===== src/logic/rtcwd_pkg.sv =====
/*
   Constants, register map and pin bundle of the timekeeper with alarm and watchdog.
   Assumes a single 100 MHz core clock that also stands in for the timekeeping oscillator.
*/
package rtcwd_pkg;

   // ==============================================================
   // register offsets
   localparam logic [5:0] ADR_HUND     = 6'h00;
   localparam logic [5:0] ADR_SEC      = 6'h01;
   localparam logic [5:0] ADR_MIN      = 6'h02;
   localparam logic [5:0] ADR_MIN_ALM  = 6'h03;
   localparam logic [5:0] ADR_HOUR     = 6'h04;
   localparam logic [5:0] ADR_HOUR_ALM = 6'h05;
   localparam logic [5:0] ADR_DAY      = 6'h06;
   localparam logic [5:0] ADR_DAY_ALM  = 6'h07;
   localparam logic [5:0] ADR_DATE     = 6'h08;
   localparam logic [5:0] ADR_MON      = 6'h09;
   localparam logic [5:0] ADR_YEAR     = 6'h0A;
   localparam logic [5:0] ADR_CMD      = 6'h0B;
   localparam logic [5:0] ADR_WD_LO    = 6'h0C;
   localparam logic [5:0] ADR_WD_HI    = 6'h0D;

   // ==============================================================
   // field positions
   localparam int MON_OSC_STOP_BIT = 7;
   localparam int MON_SQW_OFF_BIT  = 6;
   localparam int HOUR_12H_BIT     = 6;
   localparam int ALM_MASK_BIT     = 7;
   localparam int CMD_TDF_BIT      = 0;
   localparam int CMD_WAF_BIT      = 1;
   localparam int CMD_TDM_BIT      = 2;
   localparam int CMD_WAM_BIT      = 3;
   localparam int CMD_PULSE_BIT    = 4;
   localparam int CMD_POLB_BIT     = 5;
   localparam int CMD_ROUTE_BIT    = 6;
   localparam int CMD_TE_BIT       = 7;

   // ==============================================================
   // writable bits per register and reset values
   localparam logic [7:0] WMASK_SEC     = 8'h7F;
   localparam logic [7:0] WMASK_DAY     = 8'h07;
   localparam logic [7:0] WMASK_DATE    = 8'h3F;
   localparam logic [7:0] WMASK_MON     = 8'hDF;
   localparam logic [7:0] WMASK_DAY_ALM = 8'h87;
   localparam logic [7:0] WMASK_CMD     = 8'hFC;
   localparam logic [7:0] RST_MON       = 8'hC1;
   localparam logic [7:0] RST_ONE       = 8'h01;
   localparam logic [7:0] RST_CMD       = 8'h8C;

   // ==============================================================
   // timing
   localparam int unsigned CLK_PERIOD_NS  = 10;
   localparam int unsigned TICK_PERIOD_NS = 10_000_000;
   localparam int unsigned SQW_FREQ_HZ    = 1024;
   localparam int unsigned PULSE_MIN_MS   = 3;
   localparam int unsigned TICK_CYC       = TICK_PERIOD_NS / CLK_PERIOD_NS;
   localparam int unsigned SQW_HALF_CYC   = 1_000_000_000 / (2 * SQW_FREQ_HZ * CLK_PERIOD_NS);
   localparam int unsigned PULSE_CYC      = (PULSE_MIN_MS * 1_000_000 + CLK_PERIOD_NS - 1) / CLK_PERIOD_NS;

   // ==============================================================
   // host bus pins as sampled
   typedef struct packed {
      logic       ce_n;
      logic       oe_n;
      logic       we_n;
      logic [5:0] addr_lines;
      logic [7:0] data_lines;
   } rtcwd_bus_type;

   localparam rtcwd_bus_type BUS_IDLE = '{ce_n: 1'b1, oe_n: 1'b1, we_n: 1'b1, addr_lines: 6'h00, data_lines: 8'h00};

endpackage


===== src/logic/rtcwd_top.sv =====
/*
   Timekeeper core: BCD clock/calendar, time-of-day alarm, BCD watchdog, interrupt shaping,
   square-wave output and a 64-byte register file behind an asynchronous SRAM-style bus.
   Assumes bus pins arrive asynchronously and the host holds each strobe level for well over
   three core clocks; the wire levels of the three-state pins are resolved outside.
*/
// Summary of operation
// unused time bits read zero
// months bit 7 stops oscillator
// months bit 6 gates 1024 Hz output
// hours bit 6 selects 12-hour format
// refresh external time unless frozen or stopped
// internal time keeps counting while frozen
// increment at 99, copy at rollover
// alarm mask bits select match fields
// all masks: alarm each minute rollover
// alarm register access clears alarm flag
// watchdog reload is four BCD digits
// watchdog access reloads and clears flag
// expiry flags and reloads, repeating
// watchdog reads return stored value
// all-zero reload disables watchdog
// alarm flag read-only, set by hardware
// watchdog flag read-only, set by hardware
// command bit 2 masks alarm output
// command bit 3 masks watchdog output
// command bit 4 selects 3 ms pulses
// command bit 5 sets output B polarity
// command bit 6 swaps output routing
// read while chip and output strobes low
// write spans both strobes low
// upper bytes are plain storage
// level mode follows unmasked flag
module rtcwd_top
   import rtcwd_pkg::*;
#(
   parameter int unsigned TICK_CYCLES  = TICK_CYC,
   parameter int unsigned SQW_CYCLES   = SQW_HALF_CYC,
   parameter int unsigned PULSE_CYCLES = PULSE_CYC
)
(
   input  wire logic          core_clk,
   input  wire logic          rst_n,
   input  wire rtcwd_bus_type bus_pins,
   output logic [7:0]         data_lines_o,
   output logic               data_lines_oe,
   output logic               irq_out_a_o,
   output logic               irq_out_a_oe,
   output logic               irq_out_b_o,
   output logic               irq_out_b_oe,
   output logic               square_wave_out_o,
   output logic               square_wave_out_oe
);

   localparam int TW = $clog2(TICK_CYCLES) + 1;
   localparam int SW = $clog2(SQW_CYCLES) + 1;
   localparam int PW = $clog2(PULSE_CYCLES) + 1;

   // ==============================================================
   // helpers
   function automatic logic [7:0] bcd_inc(input logic [7:0] v);
      bcd_inc = (v[3:0] == 4'h9) ? {v[7:4] + 4'h1, 4'h0} : {v[7:4], v[3:0] + 4'h1};
   endfunction

   function automatic logic [15:0] bcd_dec(input logic [15:0] v);
      logic [15:0] r;
      logic        borrow;
      r      = v;
      borrow = 1'b1;
      for (int i = 0; i < 4; i++)
      begin
         if (borrow)
         begin
            if (r[4*i +: 4] == 4'h0)
               r[4*i +: 4] = 4'h9;
            else
            begin
               r[4*i +: 4] = r[4*i +: 4] - 4'h1;
               borrow      = 1'b0;
            end
         end
      end
      bcd_dec = r;
   endfunction

   function automatic logic [7:0] hour_inc(input logic [7:0] h);
      logic [7:0] t;
      t = 8'h00;
      if (h[HOUR_12H_BIT])
      begin
         t = bcd_inc({3'h0, h[4:0]});
         if (h[4:0] == 5'h11)
            hour_inc = {h[7:6], ~h[5], 5'h12};
         else if (h[4:0] == 5'h12)
            hour_inc = {h[7:5], 5'h01};
         else
            hour_inc = {h[7:5], t[4:0]};
      end
      else
      begin
         t = bcd_inc({2'h0, h[5:0]});
         hour_inc = (h[5:0] == 6'h23) ? {h[7:6], 6'h00} : {h[7:6], t[5:0]};
      end
   endfunction

   function automatic logic [7:0] month_days(input logic [7:0] mon, input logic [7:0] yr);
      logic leap;
      leap = yr[4] ? (yr[3:0] == 4'h2 || yr[3:0] == 4'h6)
                   : (yr[3:0] == 4'h0 || yr[3:0] == 4'h4 || yr[3:0] == 4'h8);
      case (mon[4:0])
         5'h02:                      month_days = leap ? 8'h29 : 8'h28;
         5'h04, 5'h06, 5'h09, 5'h11: month_days = 8'h30;
         default:                    month_days = 8'h31;
      endcase
   endfunction

   function automatic logic [7:0] wmask(input logic [5:0] a);
      case (a)
         ADR_SEC, ADR_MIN, ADR_HOUR: wmask = WMASK_SEC;
         ADR_DAY:                    wmask = WMASK_DAY;
         ADR_DATE:                   wmask = WMASK_DATE;
         ADR_MON:                    wmask = WMASK_MON;
         ADR_DAY_ALM:                wmask = WMASK_DAY_ALM;
         ADR_CMD:                    wmask = WMASK_CMD;
         default:                    wmask = 8'hFF;
      endcase
   endfunction

   // ==============================================================
   // bus pins: two-stage synchroniser, strobe decode
   rtcwd_bus_type s1_q;
   rtcwd_bus_type s2_q;
   logic          wr_act_q;
   logic          rd_oe_q;
   logic [5:0]    wa_q;
   logic [7:0]    wdat_q;
   logic [7:0]    rdata_q;
   logic [7:0]    mem_q [64];

   // write window
   wire        wr_act    = !s2_q.ce_n && !s2_q.we_n;
   // read window
   wire        rd_act    = !s2_q.ce_n && !s2_q.oe_n && s2_q.we_n;
   wire        wr_commit = wr_act_q && !wr_act;
   wire        rd_start  = rd_act && !rd_oe_q;
   wire        acc_stb   = wr_commit || rd_start;
   wire [5:0]  acc_addr  = wr_commit ? wa_q : s2_q.addr_lines;
   // unused bits never stored
   wire [7:0]  wr_val    = wdat_q & wmask(wa_q);
   // any alarm register access
   wire        tod_clr   = acc_stb && (acc_addr == ADR_MIN_ALM || acc_addr == ADR_HOUR_ALM
                                       || acc_addr == ADR_DAY_ALM);
   // any watchdog register access
   wire        wd_acc    = acc_stb && (acc_addr == ADR_WD_LO || acc_addr == ADR_WD_HI);
   wire [7:0]  cmd       = mem_q[ADR_CMD];
   wire        te        = cmd[CMD_TE_BIT];

   always_ff @(posedge core_clk or negedge rst_n)
   begin
      if (!rst_n)
      begin
         s1_q     <= BUS_IDLE;
         s2_q     <= BUS_IDLE;
         wr_act_q <= 1'b0;
         rd_oe_q  <= 1'b0;
         wa_q     <= 6'h00;
         wdat_q   <= 8'h00;
      end
      else
      begin
         s1_q     <= bus_pins;
         s2_q     <= s1_q;
         wr_act_q <= wr_act;
         rd_oe_q  <= rd_act;
         if (wr_act)
         begin
            wa_q   <= s2_q.addr_lines;
            wdat_q <= s2_q.data_lines;
         end
      end
   end

   // ==============================================================
   // hundredths tick from the oscillator
   logic [TW-1:0] tick_cnt_q;
   // stop bit halts all timekeeping
   wire osc_run = !mem_q[ADR_MON][MON_OSC_STOP_BIT];
   wire tick    = osc_run && (tick_cnt_q == TW'(TICK_CYCLES - 1));

   always_ff @(posedge core_clk or negedge rst_n)
   begin
      if (!rst_n)
         tick_cnt_q <= '0;
      else if (osc_run)
         tick_cnt_q <= tick ? '0 : tick_cnt_q + 1'b1;
   end

   // ==============================================================
   // internal time copy
   logic [7:0] hund_q, sec_q, min_q, hour_q, day_q, date_q, mon_q, year_q;

   // carry work on the tick that takes hundredths from 98 to 99
   wire carry_step = tick && (hund_q == 8'h98);
   wire roll       = tick && (hund_q == 8'h99);
   wire sec_w      = (sec_q == 8'h59);
   wire min_w      = (min_q == 8'h59);
   // 11 PM or 23 wraps the day
   wire hr_w       = hour_q[HOUR_12H_BIT] ? (hour_q[5:0] == 6'h31) : (hour_q[5:0] == 6'h23);
   wire date_w     = (date_q == month_days(mon_q, year_q));
   wire c_hr       = sec_w && min_w;
   wire c_day      = c_hr && hr_w;
   wire c_mon      = c_day && date_w;
   // alarm bytes sit inside the time range but must not steal a tick
   wire time_wr    = wr_commit && (wa_q <= ADR_YEAR) && (wa_q != ADR_MIN_ALM)
                     && (wa_q != ADR_HOUR_ALM) && (wa_q != ADR_DAY_ALM);
   wire [7:0] hund_n = roll ? 8'h00 : bcd_inc(hund_q);
   wire [7:0] sec_n  = sec_w ? 8'h00 : bcd_inc(sec_q);
   wire [7:0] min_n  = sec_w ? (min_w ? 8'h00 : bcd_inc(min_q)) : min_q;
   wire [7:0] hour_n = c_hr ? hour_inc(hour_q) : hour_q;
   wire [7:0] day_n  = c_day ? ((day_q == 8'h07) ? 8'h01 : bcd_inc(day_q)) : day_q;
   wire [7:0] date_n = c_day ? (date_w ? 8'h01 : bcd_inc(date_q)) : date_q;
   wire [7:0] mon_n  = c_mon ? ((mon_q == 8'h12) ? 8'h01 : bcd_inc(mon_q)) : mon_q;
   wire [7:0] year_n = (c_mon && mon_q == 8'h12) ? ((year_q == 8'h99) ? 8'h00 : bcd_inc(year_q)) : year_q;

   // counts on regardless of the transfer bit
   always_ff @(posedge core_clk or negedge rst_n)
   begin
      if (!rst_n)
      begin
         {hund_q, sec_q, min_q, hour_q, year_q} <= '0;
         day_q  <= RST_ONE;
         date_q <= RST_ONE;
         mon_q  <= RST_ONE;
      end
      else if (time_wr)
      begin
         case (wa_q)
            ADR_HUND: hund_q <= wr_val;
            ADR_SEC:  sec_q  <= wr_val;
            ADR_MIN:  min_q  <= wr_val;
            ADR_HOUR: hour_q <= wr_val;
            ADR_DAY:  day_q  <= wr_val;
            ADR_DATE: date_q <= wr_val;
            ADR_MON:  mon_q  <= {3'h0, wr_val[4:0]};
            ADR_YEAR: year_q <= wr_val;
            default:  hund_q <= hund_q;
         endcase
      end
      else if (tick)
      begin
         hund_q <= hund_n;
         if (carry_step)
         begin
            {sec_q, min_q, hour_q, day_q} <= {sec_n, min_n, hour_n, day_n};
            {date_q, mon_q, year_q}       <= {date_n, mon_n, year_n};
         end
      end
   end

   // ==============================================================
   // time-of-day alarm
   logic tdf_q;
   wire [7:0] a_min  = mem_q[ADR_MIN_ALM];
   wire [7:0] a_hour = mem_q[ADR_HOUR_ALM];
   wire [7:0] a_day  = mem_q[ADR_DAY_ALM];
   // masked fields always match
   wire match   = (a_min[ALM_MASK_BIT] || a_min[6:0] == min_n[6:0])
                  && (a_hour[ALM_MASK_BIT] || a_hour[6:0] == hour_n[6:0])
                  && (a_day[ALM_MASK_BIT] || a_day[2:0] == day_n[2:0]);
   // checked only at the seconds rollover
   wire alm_hit = carry_step && sec_w && match;

   // set wins over the access clear
   always_ff @(posedge core_clk or negedge rst_n)
   begin
      if (!rst_n)
         tdf_q <= 1'b0;
      else if (alm_hit)
         tdf_q <= 1'b1;
      else if (tod_clr)
         tdf_q <= 1'b0;
   end

   // ==============================================================
   // watchdog
   logic [15:0] wd_cnt_q;
   logic        wd_load_q;
   logic        waf_q;
   // reload value in hundredths, BCD
   wire [15:0] wd_rel    = {mem_q[ADR_WD_HI], mem_q[ADR_WD_LO]};
   // zero reload disables it
   wire        wd_on     = (wd_rel != 16'h0000);
   // reaching zero raises the alarm
   wire        wd_expire = tick && wd_on && !wd_load_q && (wd_cnt_q <= 16'h0001);

   always_ff @(posedge core_clk or negedge rst_n)
   begin
      if (!rst_n)
      begin
         wd_cnt_q  <= 16'h0000;
         wd_load_q <= 1'b0;
         waf_q     <= 1'b0;
      end
      else
      begin
         wd_load_q <= wd_acc;
         // reload one cycle after the access lands
         if (wd_load_q || wd_expire)
            wd_cnt_q <= wd_rel;
         else if (tick && wd_on)
            wd_cnt_q <= bcd_dec(wd_cnt_q);
         // set wins over the access clear
         if (wd_expire)
            waf_q <= 1'b1;
         else if (wd_acc)
            waf_q <= 1'b0;
      end
   end

   // ==============================================================
   // register file
   always_ff @(posedge core_clk or negedge rst_n)
   begin
      if (!rst_n)
      begin
         for (int i = 0; i < 64; i++)
            mem_q[i] <= 8'h00;
         mem_q[ADR_DAY]  <= RST_ONE;
         mem_q[ADR_DATE] <= RST_ONE;
         mem_q[ADR_MON]  <= RST_MON;
         mem_q[ADR_CMD]  <= RST_CMD;
      end
      else
      begin
         // frozen while the transfer bit is clear
         if (tick && te)
            mem_q[ADR_HUND] <= hund_n;
         // seconds up copied at the 99 to 00 roll
         if (roll && te)
         begin
            {mem_q[ADR_SEC], mem_q[ADR_MIN], mem_q[ADR_HOUR]} <= {sec_q, min_q, hour_q};
            {mem_q[ADR_DAY], mem_q[ADR_DATE], mem_q[ADR_YEAR]} <= {day_q, date_q, year_q};
            mem_q[ADR_MON] <= {mem_q[ADR_MON][7:6], mon_q[5:0]};
         end
         // plain storage beyond the command block
         if (wr_commit)
            mem_q[wa_q] <= wr_val;
      end
   end

   // watchdog reads return stored reload
   wire [7:0] rd_val = (s2_q.addr_lines == ADR_CMD) ? {cmd[7:2], waf_q, tdf_q} : mem_q[s2_q.addr_lines];

   always_ff @(posedge core_clk or negedge rst_n)
   begin
      if (!rst_n)
         rdata_q <= 8'h00;
      else
         rdata_q <= rd_val;
   end

   assign data_lines_o  = rdata_q;
   assign data_lines_oe = rd_oe_q;

   // ==============================================================
   // interrupt shaping and routing
   logic [PW-1:0] pc_tod_q, pc_wd_q;
   logic          irq_a_q, irq_b_q, irq_b_lvl_q;
   // pulse of fixed minimum length per event
   wire tod_src = cmd[CMD_PULSE_BIT] ? (pc_tod_q != '0) : tdf_q;
   // level mode tracks the flag
   wire wd_src  = cmd[CMD_PULSE_BIT] ? (pc_wd_q != '0) : waf_q;
   // alarm output mask
   wire tod_act = tod_src && !cmd[CMD_TDM_BIT];
   // watchdog output mask
   wire wd_act  = wd_src && !cmd[CMD_WAM_BIT];

   always_ff @(posedge core_clk or negedge rst_n)
   begin
      if (!rst_n)
      begin
         pc_tod_q    <= '0;
         pc_wd_q     <= '0;
         irq_a_q     <= 1'b0;
         irq_b_q     <= 1'b0;
         irq_b_lvl_q <= 1'b0;
      end
      else
      begin
         pc_tod_q    <= alm_hit ? PW'(PULSE_CYCLES) : (pc_tod_q != '0) ? pc_tod_q - 1'b1 : '0;
         pc_wd_q     <= wd_expire ? PW'(PULSE_CYCLES) : (pc_wd_q != '0) ? pc_wd_q - 1'b1 : '0;
         // swap applies even to an active output
         irq_a_q     <= cmd[CMD_ROUTE_BIT] ? tod_act : wd_act;
         irq_b_q     <= cmd[CMD_ROUTE_BIT] ? wd_act : tod_act;
         // output B drive level
         irq_b_lvl_q <= cmd[CMD_POLB_BIT];
      end
   end

   assign irq_out_a_o  = 1'b0;
   assign irq_out_a_oe = irq_a_q;
   assign irq_out_b_o  = irq_b_lvl_q;
   assign irq_out_b_oe = irq_b_q;

   // ==============================================================
   // square wave
   logic [SW-1:0] sqw_cnt_q;
   logic          sqw_q, sqw_oe_q;
   wire sqw_flip = osc_run && (sqw_cnt_q == SW'(SQW_CYCLES - 1));

   always_ff @(posedge core_clk or negedge rst_n)
   begin
      if (!rst_n)
      begin
         sqw_cnt_q <= '0;
         sqw_q     <= 1'b0;
         sqw_oe_q  <= 1'b0;
      end
      else
      begin
         if (osc_run)
            sqw_cnt_q <= sqw_flip ? '0 : sqw_cnt_q + 1'b1;
         sqw_q    <= sqw_q ^ sqw_flip;
         // bit clear drives the pin, set floats it
         sqw_oe_q <= !mem_q[ADR_MON][MON_SQW_OFF_BIT];
      end
   end

   assign square_wave_out_o  = sqw_q;
   assign square_wave_out_oe = sqw_oe_q;
endmodule


===== config.mk =====
export PLATFORM = sky130hd
export DESIGN_NAME = rtcwd_top
export DESIGN_NICKNAME = d
export VERILOG_FILES = /design/src/logic/rtcwd_pkg.sv /design/src/logic/rtcwd_top.sv
export SDC_FILE = /design/constraint.sdc
export NUM_CORES = 2
export LEC_CHECK = 0
export BUFFER_PORTS_ARGS = -buffer_cell sky130_fd_sc_hd__clkbuf_2
export CAP_MARGIN = 20
export CORE_MARGIN = 2
export CORE_UTILIZATION = 27
export CTS_CLUSTER_DIAMETER = 80
export DETAILED_ROUTE_END_ITERATION = 16
export PLACE_DENSITY_LB_ADDON = 0.25
export SYNTH_ARGS = -nofsm -noshare
export SYNTH_HDL_FRONTEND = slang
export SYNTH_SLANG_ARGS = --single-unit

===== constraint.sdc =====
create_clock -name core_clk -period 4.2 [get_ports core_clk]
set_clock_uncertainty 0.1 [all_clocks]
set_input_delay 0.84 -clock core_clk [delete_from_list [all_inputs] [get_ports core_clk]]
set_output_delay 0.84 -clock core_clk [all_outputs]
set_load 0.005 [all_outputs]

==> impl_metrics.yaml <==
run_status:
  status: "complete, no violations"
critical_path:
  worst_ep_required_time_ns: 4.64
  path_delay_family: "simple AND/OR/NAND/NOR gates"
  worstReg2RegEnd: "pc_tod_q[2]"
  r2r_setup_slack_ns: 0.74
  worstSetupEndpointType: "register"
  crit_fanout: 21
  arrival_ns: 3.90
  r2r_cells: 11
  cp_cell_sequence: "inv_1 -> ha_1 -> nand3b_1 -> nor3_2 -> nand2_1 -> or3b_1 -> nand2_1 -> a41oi_1 -> nor4_4 -> buf_4 -> nor3_1"
  critPathSlowestCell: "nor3_2"
  worstSetupStartpointType: "register"
  cpMostUsedCell: "nand2_1"
  slowest_delay_ns: 0.51
  r2r_start: "min_q[1]"
  critical_path_class: "reg -> reg"
  worst-path-buf-inv: 2
drt:
  drtIter0Drc: 1922
  ant_nets: 0
  viasPerCell: 4.96
  drc: 0
  dr.pass1.iters: 5
  wl_um: 107000
  vias: 24356
  wire_per_inst_um: 21.8
sta:
  final-hold-violation-count: 0
  post-route-period-util_pct: 82.3
  worst_pin_slew_ns: 0.971
  period_minus_slack_ns: 3.46
  finalSetupViolations: 0
  grt_setup_unrepaired: "false"
  drv_slew: 0
  tns_ns: 0
  relSlewSlack_pct: 34.6
  max_freq_ghz: 0.289
power:
  p_per_area_nw_per_um2: 469
  clockPowerShare_pct: 40.7
  p_sw_share_pct: 28.0
  ir_drop_uv: 316
  p_switching_w: 0.00548
  combinationalPowerShare_pct: 15.1
  p_seq_share_pct: 44.1
  cellLeakagePower_nw: 18.6
  power.internal_w: 0.0141
cts:
  cts_resized: 0
  cts.sinks: 736
  htreeDepth: 3
  cts_buffer_depth: 3
  clk_latency_ns: 0.70
  cts_root_buf: "clkbuf_16"
  postCtsHoldBufs: 0
  cts_tree: "yes"
  cts_post_setup_buffers_inserted: 0
  cts_buffers: 86
  cts.clk_slew.worst_paths_ns: 0.06
die:
  core.rowCount: 133
  core_area_um2: 132000
  die_area_um2: 136000
  initial_utilization_pct: 27.2
  fp.dieW_um: 368
  die_h_um: 368
  io_pins: 34
yosys:
  yosysWarnings: 0
  async_reset_ff_share_pct: 100
  ys_top_cells_by_area: "dfrtp_1 (50%), mux4_2 (11%), mux2_2 (10%)"
  avgSynthCellArea_um2: 11.8
  synth_seq_cells: 736
  synth_cell_types: 91
  syn_inst: 3026
  synth_top_area_share_pct: 50.2
  synth_edf_count: 0
  yosysSeqAreaShare_pct: 51.5
  yosys.area.top_type: "dfrtp_1"
  syn_nets: 3084
  syn_area_um2: 35800
  synth_top_flop_cell: "dfrtp_1"
placed_design:
  port_buffers: 32
  gp_congestion: 0.863
  hpwl_um: 72500
flow_run:
  max-cap-violations: 0
grt:
  antenna_found_initial: 2
  grt_pass1_vias: 24780
  grt_max_degree: 76
  grt-ovfl-total: 0
  grt_pass1_wl_um: 165000
  grt_usage_pct: 16.0
cells_and_area:
  fin_nets: 3140
  area_growth_pct: 16.5
  final_core_util_pct: 31.7
  final.fill_count: 13259
  drive_above_1_share_pct: 27.8
hold_path:
  hp-class: "in -> async"
through the flow:
stage | instances | hold slack, ns | total power [W] | setup slack (ns) | instance area [µm²]
floorplan | 3026 | 0.231 | 0.0105 | 1.03 | 35800
global placement | 4749 | 0.232 | 0.0117 | 0.868 | 38700
detailed placement | 4749 | 0.235 | 0.0117 | 0.809 | 38700
CTS | 4909 | 0.0580 | 0.0198 | 0.759 | 41700
global route | 4909 | 0.0508 | 0.0205 | 0.474 | 41700
finish | 4913 | 0.0114 | 0.0196 | 0.743 | 41700
cell usage in the layout (no fill, tap or decap), types with 39 or more instances in the layout:
cell type and n:
a21oi_1 79, buf_4 109, clkbuf_16 88, dfrtp_1 714, ha_1 39, inv_1 52, mux2_2 323, mux2i_1 56
mux4_2 169, nand2_1 379, nand3_1 54, nor2_1 172, nor3_1 46, o21ai_0 265, xor2_1 39
worst max path at each step:
| stage | slack [ns] | cells after the start | startpoint | endpoint |
|---|---|---|---|---|
| after CTS | 0.76 | 11 | min_q[1] | pc_tod_q[2] |
| final | 0.74 | 11 | min_q[1] | pc_tod_q[2] |
| after detailed placement | 0.81 | 11 | min_q[1] | pc_tod_q[14] |
| after global placement | 0.87 | 11 | sec_q[5] | pc_tod_q[9] |
| after floorplan | 1.03 | 7 | s2_q[9] | data_lines_o[2] |
| after global routing | 0.47 | 11 | min_q[1] | pc_tod_q[2] |
kinds of logic (layout without fill, tap and decap cells):
kind of cell | after synthesis | in the layout | synth area share (%)
AOI/OAI and AO/OA | 510 | 510 | 8.53
xor gates and xnor gates | 76 | 76 | 1.86
adders and majority gates | 39 | 39 | 1.36
buffers and inverters | 244 | 372 | 2.65
DFF | 736 | 736 | 51.5
muxes | 551 | 551 | 22.5
other | 1 | 5 | 0.0105
and+or+nand+nor | 869 | 869 | 11.6
area by class of cell:
| type | instances | area [µm²] | area share (%) |
|---|---|---|---|
| sequential | 736 | 18500 | 44.2 |
| clock buffer | 126 | 2580 | 6.19 |
| tap | 1755 | 2200 | 5.26 |
| multi-input combinational | 2046 | 16500 | 39.5 |
| inverter | 52 | 195 | 0.468 |
| antenna | 4 | 10.0 | 0.0240 |
| clock inverter | 34 | 458 | 1.10 |
| timing repair buffer | 160 | 1370 | 3.28 |
layer usage:
layer | part of all wire (%) | GRT usage [%]
met4 | 2.7 | 5.40
met5 | 0 | 0
met2 | 46 | 24.9
met3 | 4.5 | 2.11
met1 | 47 | 22.9
sequential cells by signal, summed over array words and instances, names as in the netlist, 6 cells and up:
name / cells
date_q: 8
wa_q: 6
wd_cnt_q: 16
sqw_cnt_q: 17
s2_q: 17
sec_q: 8
a_min: 8
pc_tod_q: 20
a_day: 8
s1_q: 17
hour_q: 8
tick_cnt_q: 21
mem_q: 480
min_q: 8
wdat_q: 8
mon_q: 8
a_hour: 8
cmd: 8
data_lines_o: 8
year_q: 8
hund_q: 8
pc_wd_q: 20
day_q: 8
synth_stat cells, types with 27 or more instances:
master / n
nor4_1: 27
nand3_1: 55
nand2_1: 379
o21ai_0: 267
nor3_1: 46
mux4_2: 169
a21oi_1: 79
mux2_2: 323
inv_1: 52
dfrtp_1: 719
xor2_1: 39
clkbuf_1: 148
xnor2_1: 37
mux2i_1: 56
ha_1: 39
nor2_1: 174
power by group through the flow:
stage	Clock, W	Sequential, W	Combinational, W
6_report	0.00797	0.00863	0.00296
3_3_place_gp	0	0.00874	0.00296
3_5_place_dp	0	0.00875	0.00299
2_1_floorplan	0	0.00844	0.00202
4_1_cts	0.00820	0.00863	0.00299
5_1_grt	0.00850	0.00875	0.00326
Power figures use the tool's default switching activity.
